<file path="src/verilog/dct_params.svh">
`ifndef DCT_PARAMS_SVH
`define DCT_PARAMS_SVH

// ----------------------------------------------------------------
// Register map
// ----------------------------------------------------------------
`define DCT_SETUP_ADDR   7'h06     // Offset of periodic_timer_setup
`define DCT_SETUP_RESET  16'h0000  // Value after every kind of reset
`define DCT_SETUP_RWMASK 16'heff7  // Bits 12 and 3 are read-only zero

// ----------------------------------------------------------------
// Field positions
// ----------------------------------------------------------------
`define DCT_T2_ON_LSB  13
`define DCT_T2_PER_LSB 9
`define DCT_WAKE_LSB   7
`define DCT_T1_ON_LSB  4
`define DCT_T1_PER_LSB 0

// ----------------------------------------------------------------
// Timing, on-time and period counts in 1 us ticks
// ----------------------------------------------------------------
`define DCT_CLK_NS  1000 / 125     // System clock period in ns (125 MHz)
`define DCT_TICK_NS 1000           // Timer tick in ns (1 us)
`define DCT_TICK_CYC ((`DCT_TICK_NS) / (`DCT_CLK_NS))
`define DCT_FILT_US  21'h00010     // Wake filter window, 16 us
`define DCT_ON_C1_US 21'h00064     // 0.1 ms
`define DCT_ON_C2_US 21'h0012c     // 0.3 ms
`define DCT_ON_C3_US 21'h003e8     // 1 ms
`define DCT_ON_C4_US 21'h02710     // 10 ms
`define DCT_ON_C5_US 21'h04e20     // 20 ms
`define DCT_PER_C0_US 21'h02710    // 10 ms
`define DCT_PER_C1_US 21'h04e20    // 20 ms
`define DCT_PER_C2_US 21'h0c350    // 50 ms
`define DCT_PER_C3_US 21'h186a0    // 100 ms
`define DCT_PER_C4_US 21'h30d40    // 200 ms
`define DCT_PER_C5_US 21'h7a120    // 500 ms
`define DCT_PER_C6_US 21'hf4240    // 1 s
`define DCT_PER_C7_US 21'h1e8480   // 2 s

`endif

</file>
<file path="src/verilog/dct_pkg.sv">
package dct_pkg;
    // Cyclic wake source selection
    typedef enum logic [1:0] {
        DCT_WAKE_OFF,
        DCT_WAKE_T1,
        DCT_WAKE_T2,
        DCT_WAKE_RSVD
    } dct_wake_t;
    // Wake filter selection codes, two of which name a timer
    typedef enum logic [2:0] {
        DCT_FILT_16US,
        DCT_FILT_64US,
        DCT_FILT_TIMER1,
        DCT_FILT_TIMER2,
        DCT_FILT_SYNC
    } dct_filt_t;
    // Tick count width, holds 2 s in microseconds
    typedef logic [20:0] dct_ticks_t;
endpackage

</file>
<file path="src/verilog/dct_cyc_timer.sv">
`timescale 1ns/10ps
`include "dct_params.svh"

// One periodic on-time generator, counting in 1 us ticks
module dct_cyc_timer
    import dct_pkg::*;
(
    input  wire logic       sys_clk,
    input  wire logic       rst,
    input  wire logic       tick,       // One-cycle 1 us enable
    input  wire logic       run,        // Timer running
    input  wire logic       hold_high,  // Stopped level when not running
    input  wire logic       restart,    // Start a fresh period
    input  wire dct_ticks_t on_ticks,
    input  wire dct_ticks_t per_ticks,
    output logic            drive,      // Switch drive level
    output logic            filt_win,   // Last 16 us of on-time
    output logic            on_end      // Pulse at end of on-time
);
    dct_ticks_t cnt_reg;                // Position inside the period

    // ----------------------------------------------------------------
    // Period counter
    // ----------------------------------------------------------------
    always_ff @(posedge sys_clk) begin
        if (rst || !run || restart) begin
            cnt_reg <= '0;
        end else if (tick) begin
            // Wrap at the period end to start the next on-time
            if (cnt_reg >= per_ticks - 21'h000001) begin
                cnt_reg <= '0;
            end else begin
                cnt_reg <= cnt_reg + 21'h000001;
            end
        end
    end

    // ----------------------------------------------------------------
    // Outputs, all registered
    // ----------------------------------------------------------------
    always_ff @(posedge sys_clk) begin
        if (rst) begin
            drive    <= 1'b0;
            filt_win <= 1'b0;
            on_end   <= 1'b0;
        end else if (!run) begin
            drive    <= hold_high;
            filt_win <= 1'b0;
            on_end   <= 1'b0;
        end else begin
            drive    <= cnt_reg < on_ticks;
            // Window ends with the on-time; short on-times are all window
            filt_win <= (cnt_reg < on_ticks) &&
                        (cnt_reg + `DCT_FILT_US >= on_ticks);
            on_end   <= tick && (cnt_reg == on_ticks - 21'h000001);
        end
    end
endmodule

</file>
<file path="src/verilog/dct_timer_ctrl.sv">
`timescale 1ns/10ps
`include "dct_params.svh"

// What this block does
// Timer 2 on-time codes one to five
// Code 000 holds low, 110/111 hold high
// Timer 2 period codes 10 ms to 2 s
// Timer 1 on-time uses same encoding
// Timer 1 period uses same encoding
// Cyclic wake selects none, timer 1, 2
// Bits 12 and 3 read zero
// Every reset clears whole register
// Timer runs once assigned and coded
// Restart switch clear wipes that timer's settings
// Other failures leave settings untouched
// Sensing and wake share one timer
// Filter 16 us at on-time end
// On-time at period start, off otherwise
// Reads show hardware-cleared values
module dct_timer_ctrl
    import dct_pkg::*;
#(
    parameter int TICK_CYC = `DCT_TICK_CYC  // Clock cycles per 1 us tick
)
(
    input  wire logic        sys_clk,
    input  wire logic        rst,
    input  wire logic [6:0]  reg_addr,               // Register address
    input  wire logic        reg_wr,                 // Write strobe
    input  wire logic        reg_rd,                 // Read strobe
    input  wire logic [15:0] reg_wdata,
    output logic      [15:0] reg_rdata,
    input  wire logic        soft_reset_req,         // Soft reset pulse
    input  wire logic        restart_clear,          // Restart entry pulse
    input  wire logic [1:0]  sense_clear,            // Switch cleared in restart
    input  wire logic [1:0]  timer_assigned,         // Timer owns a switch
    input  wire logic [2:0]  wake_filter_select,
    output logic      [1:0]  high_side_switch_output,
    output logic             wake_filter_window,
    output logic             cyclic_wake_event
);
    // ----------------------------------------------------------------
    // Parameter check
    // ----------------------------------------------------------------
    if (TICK_CYC < 2 || TICK_CYC > 65536) begin : g_bad_tick
        $error("TICK_CYC must lie in 2 to 65536");
    end

    // ----------------------------------------------------------------
    // Declarations
    // ----------------------------------------------------------------
    logic [15:0] setup_reg;          // periodic_timer_setup contents
    logic [15:0] tick_cnt_reg;       // Tick divider
    logic        tick_reg;           // One-cycle 1 us enable
    logic        wr_hit;             // Write to our address
    logic [2:0]  on_code  [2];       // Per-timer on-time codes
    logic [2:0]  per_code [2];       // Per-timer period codes
    logic [1:0]  run;                // Timer running
    logic [1:0]  hold_high;          // Stopped-high code
    logic [1:0]  t_drive;            // Drive level from each timer
    logic [1:0]  t_win;              // Filter window per timer
    logic [1:0]  t_end;              // End of on-time per timer
    dct_ticks_t  on_ticks  [2];
    dct_ticks_t  per_ticks [2];
    dct_wake_t   wake_sel;
    logic        filt_next;
    logic        wake_next;

    assign wr_hit = reg_wr && (reg_addr == `DCT_SETUP_ADDR);
    assign wake_sel = dct_wake_t'(setup_reg[`DCT_WAKE_LSB +: 2]);
    assign on_code[0]  = setup_reg[`DCT_T1_ON_LSB +: 3];
    assign per_code[0] = setup_reg[`DCT_T1_PER_LSB +: 3];
    assign on_code[1]  = setup_reg[`DCT_T2_ON_LSB +: 3];
    assign per_code[1] = setup_reg[`DCT_T2_PER_LSB +: 3];

    // ----------------------------------------------------------------
    // Code decoders
    // ----------------------------------------------------------------
    // On-time in ticks; stop codes give zero and are not run
    function automatic dct_ticks_t on_us(input logic [2:0] c);
        case (c)
            3'h1:    on_us = `DCT_ON_C1_US;
            3'h2:    on_us = `DCT_ON_C2_US;
            3'h3:    on_us = `DCT_ON_C3_US;
            3'h4:    on_us = `DCT_ON_C4_US;
            3'h5:    on_us = `DCT_ON_C5_US;
            default: on_us = '0;
        endcase
    endfunction

    // Period in ticks, eight steps
    function automatic dct_ticks_t per_us(input logic [2:0] c);
        case (c)
            3'h0:    per_us = `DCT_PER_C0_US;
            3'h1:    per_us = `DCT_PER_C1_US;
            3'h2:    per_us = `DCT_PER_C2_US;
            3'h3:    per_us = `DCT_PER_C3_US;
            3'h4:    per_us = `DCT_PER_C4_US;
            3'h5:    per_us = `DCT_PER_C5_US;
            3'h6:    per_us = `DCT_PER_C6_US;
            default: per_us = `DCT_PER_C7_US;
        endcase
    endfunction

    // ----------------------------------------------------------------
    // Tick divider
    // ----------------------------------------------------------------
    // Single clock; the timers advance on this enable only
    always_ff @(posedge sys_clk) begin
        if (rst) begin
            tick_cnt_reg <= '0;
            tick_reg     <= 1'b0;
        end else if (tick_cnt_reg == 16'(TICK_CYC - 1)) begin
            tick_cnt_reg <= '0;
            tick_reg     <= 1'b1;
        end else begin
            tick_cnt_reg <= tick_cnt_reg + 16'h0001;
            tick_reg     <= 1'b0;
        end
    end

    // ----------------------------------------------------------------
    // Setup register
    // ----------------------------------------------------------------
    // Clears outrank per-timer clears, which outrank software writes.
    // Fault inputs other than restart never reach this register.
    always_ff @(posedge sys_clk) begin
        if (rst || soft_reset_req || restart_clear) begin
            setup_reg <= `DCT_SETUP_RESET;
        end else if (|sense_clear) begin
            // Hardware clear of a timer that was sensing a cleared switch
            if (sense_clear[0]) begin
                setup_reg[`DCT_T1_ON_LSB +: 3]  <= 3'h0;
                setup_reg[`DCT_T1_PER_LSB +: 3] <= 3'h0;
            end
            if (sense_clear[1]) begin
                setup_reg[`DCT_T2_ON_LSB +: 3]  <= 3'h0;
                setup_reg[`DCT_T2_PER_LSB +: 3] <= 3'h0;
            end
        end else if (wr_hit) begin
            // Reserved bits never store
            setup_reg <= reg_wdata & `DCT_SETUP_RWMASK;
        end
    end

    // ----------------------------------------------------------------
    // Read port
    // ----------------------------------------------------------------
    // Returns live contents, so hardware clears are visible
    always_ff @(posedge sys_clk) begin
        if (rst) begin
            reg_rdata <= 16'h0000;
        end else if (reg_rd) begin
            if (reg_addr == `DCT_SETUP_ADDR) begin
                reg_rdata <= setup_reg & `DCT_SETUP_RWMASK;
            end else begin
                // Unmapped address reads zero
                reg_rdata <= 16'h0000;
            end
        end
    end

    // ----------------------------------------------------------------
    // Timers
    // ----------------------------------------------------------------
    for (genvar i = 0; i < 2; i++) begin : g_tmr
        assign on_ticks[i]  = on_us(on_code[i]);
        assign per_ticks[i] = per_us(per_code[i]);
        // Runs only while owned by a switch and given a running code
        assign run[i] = timer_assigned[i] &&
                        (on_code[i] != 3'h0) && !on_code[i][2] ||
                        timer_assigned[i] && (on_code[i] == 3'h4) ||
                        timer_assigned[i] && (on_code[i] == 3'h5);
        // Code 111 behaves as 110
        assign hold_high[i] = on_code[i][2] && on_code[i][1];

        dct_cyc_timer u_tmr (
            .sys_clk   (sys_clk),
            .rst       (rst),
            .tick      (tick_reg),
            .run       (run[i]),
            .hold_high (hold_high[i]),
            .restart   (wr_hit),
            .on_ticks  (on_ticks[i]),
            .per_ticks (per_ticks[i]),
            .drive     (t_drive[i]),
            .filt_win  (t_win[i]),
            .on_end    (t_end[i])
        );
    end

    assign high_side_switch_output = t_drive;

    // ----------------------------------------------------------------
    // Wake filter strobe and cyclic wake
    // ----------------------------------------------------------------
    // Wake taps the same timer that drives sensing, so both coexist
    always_comb begin
        filt_next = 1'b0;
        wake_next = 1'b0;
        case (wake_filter_select)
            DCT_FILT_TIMER1: filt_next = t_win[0];
            DCT_FILT_TIMER2: filt_next = t_win[1];
            default:         filt_next = 1'b0;
        endcase
        case (wake_sel)
            DCT_WAKE_T1: wake_next = t_end[0];
            DCT_WAKE_T2: wake_next = t_end[1];
            // Disabled and reserved give no wake
            default:     wake_next = 1'b0;
        endcase
    end

    // Registered so every top output leaves a flip-flop
    always_ff @(posedge sys_clk) begin
        if (rst) begin
            wake_filter_window <= 1'b0;
            cyclic_wake_event  <= 1'b0;
        end else begin
            wake_filter_window <= filt_next;
            cyclic_wake_event  <= wake_next;
        end
    end
endmodule

</file>
<file path="config.mk">
export PLATFORM = sky130hd
export DESIGN_NAME = dct_timer_ctrl
export DESIGN_NICKNAME = d
export VERILOG_FILES = /design/src/verilog/dct_pkg.sv /design/src/verilog/dct_cyc_timer.sv /design/src/verilog/dct_timer_ctrl.sv
export VERILOG_INCLUDE_DIRS = /design/src /design/src/verilog
export SDC_FILE = /design/constraint.sdc
export NUM_CORES = 1
export LEC_CHECK = 0
export BUFFER_PORTS_ARGS = -buffer_cell sky130_fd_sc_hd__clkbuf_2
export CAP_MARGIN = 20
export CORE_MARGIN = 2
export CORE_UTILIZATION = 45
export DETAILED_ROUTE_END_ITERATION = 8
export GPL_ROUTABILITY_DRIVEN = 0
export PLACE_DENSITY = 0.62
export SKIP_LAST_GASP = 1
export SLEW_MARGIN = 20
export SYNTH_ARGS = -nofsm -noshare
export SYNTH_HDL_FRONTEND = slang
export SYNTH_SLANG_ARGS = --single-unit
</file>
<file path="constraint.sdc">
create_clock -name sys_clk -period 10.2 [get_ports sys_clk]
set_clock_uncertainty 0.1 [all_clocks]
set_input_delay 0 -clock sys_clk [delete_from_list [all_inputs] [get_ports sys_clk]]
set_output_delay 0 -clock sys_clk [all_outputs]
set_load 0.02 [all_outputs]
</file>
======== Word level (Yosys, flattened, before mapping) ========
Index checks and enable logic that the tools add are counted.
word-level totals
  flip-flop bits (word level) ............. 97
  output and inout bits ................... 20
  logic and storage cells ................. 126
operators by class
  add/subtract/negate cells ............... 9
  magnitude comparators ................... 6
  equality and inequality tests ........... 32
  multiplexer cells ....................... 19
  bitwise operators ....................... 3
  reduce and logical (&&, ||, !) cells .... 41
operators with widths
  cell                                                                     count
  21-bit one-hot mux with 7 select lines                                   2
  15-bit one-hot mux with 5 select lines                                   2
  21-bit by 1-bit adder with 21-bit output (second input constant)         2
  21-bit by 5-bit adder with 21-bit output (second input constant)         2
  21-bit equality test                                                     2
  21-bit by 15-bit greater-or-equal comparator with 1-bit output           2
  21-bit greater-or-equal comparator                                       2
  21-bit by 15-bit less-than comparator with 1-bit output                  2
  21-bit 2-to-1 mux                                                        2
  21-bit by 1-bit subtractor with 21-bit output (second input constant)    2
  16-bit 2-to-1 mux                                                        2
  15-bit by 1-bit subtractor with 16-bit output (second input constant)    2
  3-bit by 2-bit equality test with 1-bit output (second input constant)   10
  3-bit equality test (second input constant)                              10
  3-bit 2-to-1 mux                                                         6
  16-bit by 1-bit adder with 16-bit output (second input constant)         1
  16-bit by 7-bit equality test with 1-bit output (second input constant)  1
  1-bit logical AND                                                        15
  3-bit by 1-bit equality test with 1-bit output (second input constant)   4
  1-bit logical OR                                                         10
  2-bit OR reduction                                                       4
  7-bit by 3-bit equality test with 1-bit output (second input constant)   1
  3-bit zero test                                                          2
  2-bit AND reduction                                                      3
  9 further kinds                                                          19

======== Depth between registers and ports, before layout ========
  depth after elaboration ................. 8
  mapped depth ............................ 14
  gate-level depth less buffers ........... 13

======== Hierarchy ========
Synthesis repeated with hierarchy kept, for this count alone.
second synthesis, totals
  cells, all modules ...................... 1246
  area, all modules ....................... 9660.5 µm²
modules (own cells, without submodules)
  module                           instances  cells an instance  area each (µm²)  seq. area each (µm²)
  dct_cyc_timer at g_tmr[1].u_tmr  1          465                3587.2           480.5
  dct_cyc_timer at g_tmr[0].u_tmr  1          461                3567.2           480.5
  dct_timer_ctrl                   1          320                2506.2           940.9

======== Worst setup path before layout ========
Ideal clock, no wire load.
  path type ............................... reg-to-reg
  start point ............................. register setup_reg[5]
  end point ............................... register g_tmr[0].u_tmr.on_end
  library setup time ...................... 0.103 ns
  arrival time ............................ 3.119 ns
  data required time ...................... 9.997 ns
  setup slack ............................. 6.878 ns
  stages on the path, launching flop included .. 13
  buffers on the path ..................... 1
  cells stage by stage .................... dfxtp_1 -> buf_6 -> clkinv_1 -> ha_1 -> or3_1 -> nand2_1 -> nand2_1 -> ha_1 -> xnor2_1 -> or4_1 -> nor4_2 -> o2111ai_1 -> a2111oi_2
on the way
  longest elaborated chain between the ends .. 7
  elaborated cells between the ends (all ways) .. 18
  classes of those cells .................. 1 x add/sub; 6 x eq/ne; 1 x mux; 1 x bitwise; 9 x reduce/logical
ends and longest elaborated chain
  what                                                                                   RTL line               text
  start, declared                                                                        dct_timer_ctrl.sv:52   logic [15:0] setup_reg;
  start signal, assigned                                                                 dct_timer_ctrl.sv:129  setup_reg <= `DCT_SETUP_RESET;
  start signal, assigned                                                                 dct_timer_ctrl.sv:142  setup_reg <= reg_wdata & `DCT_SETUP_RWMASK;
  branches (longest 7 deep; another with 15-bit by 1-bit subtractor with 16-bit output)  -
  end signal, assigned                                                                   dct_cyc_timer.sv:55    on_end <= tick && (cnt_reg == on_ticks - 21'h000001);
  end, declared                                                                          dct_cyc_timer.sv:18    output logic on_end
Several ways; the timed one is not identified.
A chain may end at the register's enable or synchronous reset.

======== Final worst setup path ========
  start point ............................. register setup_reg[5]
  end point ............................... register g_tmr[0].u_tmr.filt_win
on the way
  longest elaborated chain between the ends .. 7
  elaborated cells between the ends (all ways) .. 18
  classes of those cells .................. 2 x order compare; 5 x eq/ne; 1 x mux; 1 x bitwise; 9 x reduce/logical
ends and longest elaborated chain
  what                                                                                             RTL line             text
  branches (longest 7 deep; another with 21-bit by 15-bit less-than comparator with 1-bit output)  -
  end signal, assigned                                                                             dct_cyc_timer.sv:53  filt_win <= (cnt_reg < on_ticks) &&
  end, declared                                                                                    dct_cyc_timer.sv:17  output logic filt_win,
Several ways; the timed one is not identified.

==> impl_metrics.json <==
{
  "cts-resized-gates": 0,
  "drtPass1Iterations": 4,
  "core_um2": 16520,
  "dpl.hpwl_um": 14490,
  "die_h_um": 134,
  "layout-drive-gt1-share": 0.09054,
  "root_buffer": "clkbuf_16",
  "synth_fa_ha_area_frac": 0.1563,
  "period_minus_slack_ps": 4073,
  "setup_viol": 0,
  "cp_max_fo": 14,
  "htree_levels": 3,
  "synth-main-ff-cell": "dfxtp_1",
  "max_freq_mhz": 245.5,
  "synthMuxAreaShare": 0.01218,
  "grt_pass1_vias": 6165,
  "leakagePower_nw": 3.249,
  "layout_common_cells": "ha_1 (95), dfxtp_1 (95), nor2_1 (88), nand2_1 (76), xnor2_1 (60)",
  "cp_data_arrival_time_ps": 4160,
  "cts_sinks": 95,
  "worstSetupPathType": "reg2reg",
  "slew_headroom": 0.4138,
  "first_iter_violations": 353,
  "drt-total-wl_um": 19590,
  "yosysWarnings": 0,
  "synthXorXnorAreaFrac": 0.1129,
  "start_util": 0.4602,
  "critPathMaxStageDelay_ps": 610,
  "synth_edf_count": 0,
  "path_clk_slew_ps": 70,
  "cts_buffer_depth": 2,
  "synth_cell_types": 68,
  "worstPathRequired_ps": 10290,
  "worst_slew_pin_slew_ps": 879.3,
  "crit_path_end_kind": "flip-flop",
  "antenna_found_initial": 0,
  "synth_simple_gate_area_frac": 0.2695,
  "fp.dieW_um": 134,
  "cpMaxStageDelayCell": "dfxtp_1",
  "final_util": 0.5035,
  "io_buffers": 51,
  "ios": 56,
  "power.density_nw_per_um2": 88.38,
  "num_vias": 6766,
  "cts_buffers": 9,
  "period_share": 0.3993,
  "nNetsFinal": 1109,
  "cap_violations": 0,
  "async_flop_share": 0,
  "slew_violations": 0,
  "area.growth.synth_to_final_pct": 9.411,
  "hold_class": "in2reg",
  "fillers": 1635,
  "crit_path_frequent_cell": "ha_1",
  "status": "finished, final reports clean",
  "grt_setup_unrepaired": "no",
  "diodes": 0,
  "grt_max_degree": 25,
  "syn-cell-area_um2": 7605,
  "synth-compound-area-share": 0.1382,
  "grt_pass1_wl_um": 32060,
  "fp.dieArea_um2": 17960,
  "path_cells": "clkinv_1 -> ha_1 -> nor4b_2 -> inv_1 -> ha_1 -> a21oi_1 -> o211ai_1 -> a221o_1 -> a2111oi_0 -> a211oi_1",
  "netlist_instances": 960,
  "cts_setup_buffers": 0,
  "avgSynthCellArea_um2": 7.922,
  "ys_seq_area_frac": 0.2501,
  "vias_per_cell": 5.624,
  "ant_nets": 0,
  "drc": 0,
  "r2r_slack_ps": 6130,
  "grt.total_usage": 0.2218,
  "num_rows": 47,
  "finalHoldViolations": 0,
  "grt_overflow": 0,
  "synth_top_family_by_area": "simple AND/OR/NAND/NOR gates",
  "ys_ff_latch": 95,
  "peakVddDrop_v": 0.00007858,
  "cts_tree": "yes",
  "largest_register_ffs": 42,
  "start_kind": "flip-flop",
  "insertion_delay_ps": 360,
  "post_drt_wl_per_cell_um": 16.28,
  "setup_tns_ps": 0
}
## routing by layer
layer,up-vias,share of wire,global-route usage
met2,133,0.44,0.3530
met5,-,0,0
met3,20,0.042,0.03893
li1,3433,-,-
met4,0,0.015,0.04905
met1,3180,0.51,0.3137
## cells in the mapped netlist, types with 4 or more instances
| cell type | n | area [um2] |
|---|---|---|
| or3_1 | 6 | 37.54 |
| nand4_1 | 31 | 193.9 |
| a21boi_0 | 4 | 30.03 |
| clkbuf_1 | 41 | 153.9 |
| nor3_1 | 60 | 300.3 |
| o31a_1 | 4 | 35.03 |
| nor4b_1 | 4 | 35.03 |
| nand3b_1 | 4 | 30.03 |
| buf_4 | 6 | 45.04 |
| and3_1 | 9 | 56.30 |
| nand2_1 | 76 | 285.3 |
| xnor2_1 | 60 | 525.5 |
| nor2b_1 | 23 | 143.9 |
| mux2i_1 | 7 | 70.07 |
| nor2_1 | 88 | 330.3 |
| a211o_1 | 5 | 43.79 |
| o2111ai_1 | 4 | 35.03 |
| or2_2 | 5 | 31.28 |
| nand4b_1 | 6 | 52.55 |
| nand2b_1 | 16 | 100.1 |
| ha_1 | 95 | 1189 |
| clkbuf_2 | 4 | 20.02 |
| a21oi_1 | 54 | 270.3 |
| a211oi_1 | 4 | 30.03 |
| inv_1 | 42 | 157.7 |
| nor4_1 | 10 | 62.56 |
| nand3_1 | 34 | 170.2 |
| a21o_1 | 13 | 97.59 |
| o211ai_1 | 8 | 60.06 |
| buf_2 | 9 | 45.04 |
| a31oi_1 | 5 | 31.28 |
| dfxtp_1 | 95 | 1902 |
| a22oi_1 | 9 | 67.56 |
| and4_1 | 4 | 35.03 |
| xor2_1 | 38 | 332.8 |
| o21ai_0 | 23 | 115.1 |
## metrics by stage
| step | setup WS [ps] | cells | hold slack [ps] | instance area (um2) | total power, W |
|---|---|---|---|---|---|
| after CTS | 6156 | 1203 | 3.105 | 8320 | 0.0007444 |
| after detailed placement | 6177 | 1171 | 71.19 | 7869 | 0.0004003 |
| final | 6127 | 1203 | 18.82 | 8320 | 0.0007354 |
| after floorplan | 6878 | 962 | -23.26 | 7612 | 0.0003902 |
| after global routing | 5745 | 1203 | 56.62 | 8320 | 0.0007645 |
| after global placement | 6228 | 1171 | 79.62 | 7869 | 0.0004002 |
## where the power goes
group / leakage [nW] / internal, W / switching [W]
Combinational: 2.34 / 0.0000110 / 0.0000122
Sequential: 0.765 / 0.000372 / 0.00000102
Clock: 0.143 / 0.000173 / 0.000167
Total: 3.25 / 0.000555 / 0.000180
## critical path, delay by kind of cell, from the launching register on
family	cells	cell delay [ps]
AO/OA/AOI/OAI	5	1310
adder cells (fa/ha/maj)	2	840
flip-flops	1	610
buffers and inverters	2	590
AND/OR/NAND/NOR	1	450
## final cells by class
class / count / area [um2] / area share
multi-input cells: 760 / 5260 / 0.6322
flip-flops and latches: 95 / 1902 / 0.2286
repair buffers: 69 / 430.4 / 0.05173
well taps: 220 / 275.3 / 0.03308
clock buffers: 10 / 229.0 / 0.02752
inverters: 43 / 161.4 / 0.01940
clock inverters: 6 / 62.56 / 0.007519
## path summary, 6_finish.rpt
kind	from	endpoint	cells after the start
worst max-delay path	setup_reg[5]$_SDFFE_PP0P_	g_tmr[0].u_tmr.filt_win$_SDFF_PP0_	10
worst min-delay path	timer_assigned[0]	g_tmr[0].u_tmr.drive$_SDFF_PP0_	4
worst max register to register	setup_reg[5]$_SDFFE_PP0P_	g_tmr[0].u_tmr.filt_win$_SDFF_PP0_	10
worst min register to register	tick_cnt_reg[0]$_SDFF_PP0_	tick_cnt_reg[0]$_SDFF_PP0_	1
## cells by family after synthesis
kind of cell	after synthesis
adder cells (fa/ha/maj)	95
other	2
multiplexers	9
AND/OR/NAND/NOR	396
XOR/XNOR	98
buffers and inverters	107
flip-flops	95
AO/OA/AOI/OAI	158
## timing repair
| action | 4_1_cts | 5_1_grt |
|---|---|---|
| setup endpoints to repair | 0 | 0 |
| hold buffers | 16 | 0 |
| hold endpoints to repair | 15 | 0 |
Power figures use the tool's default switching activity.
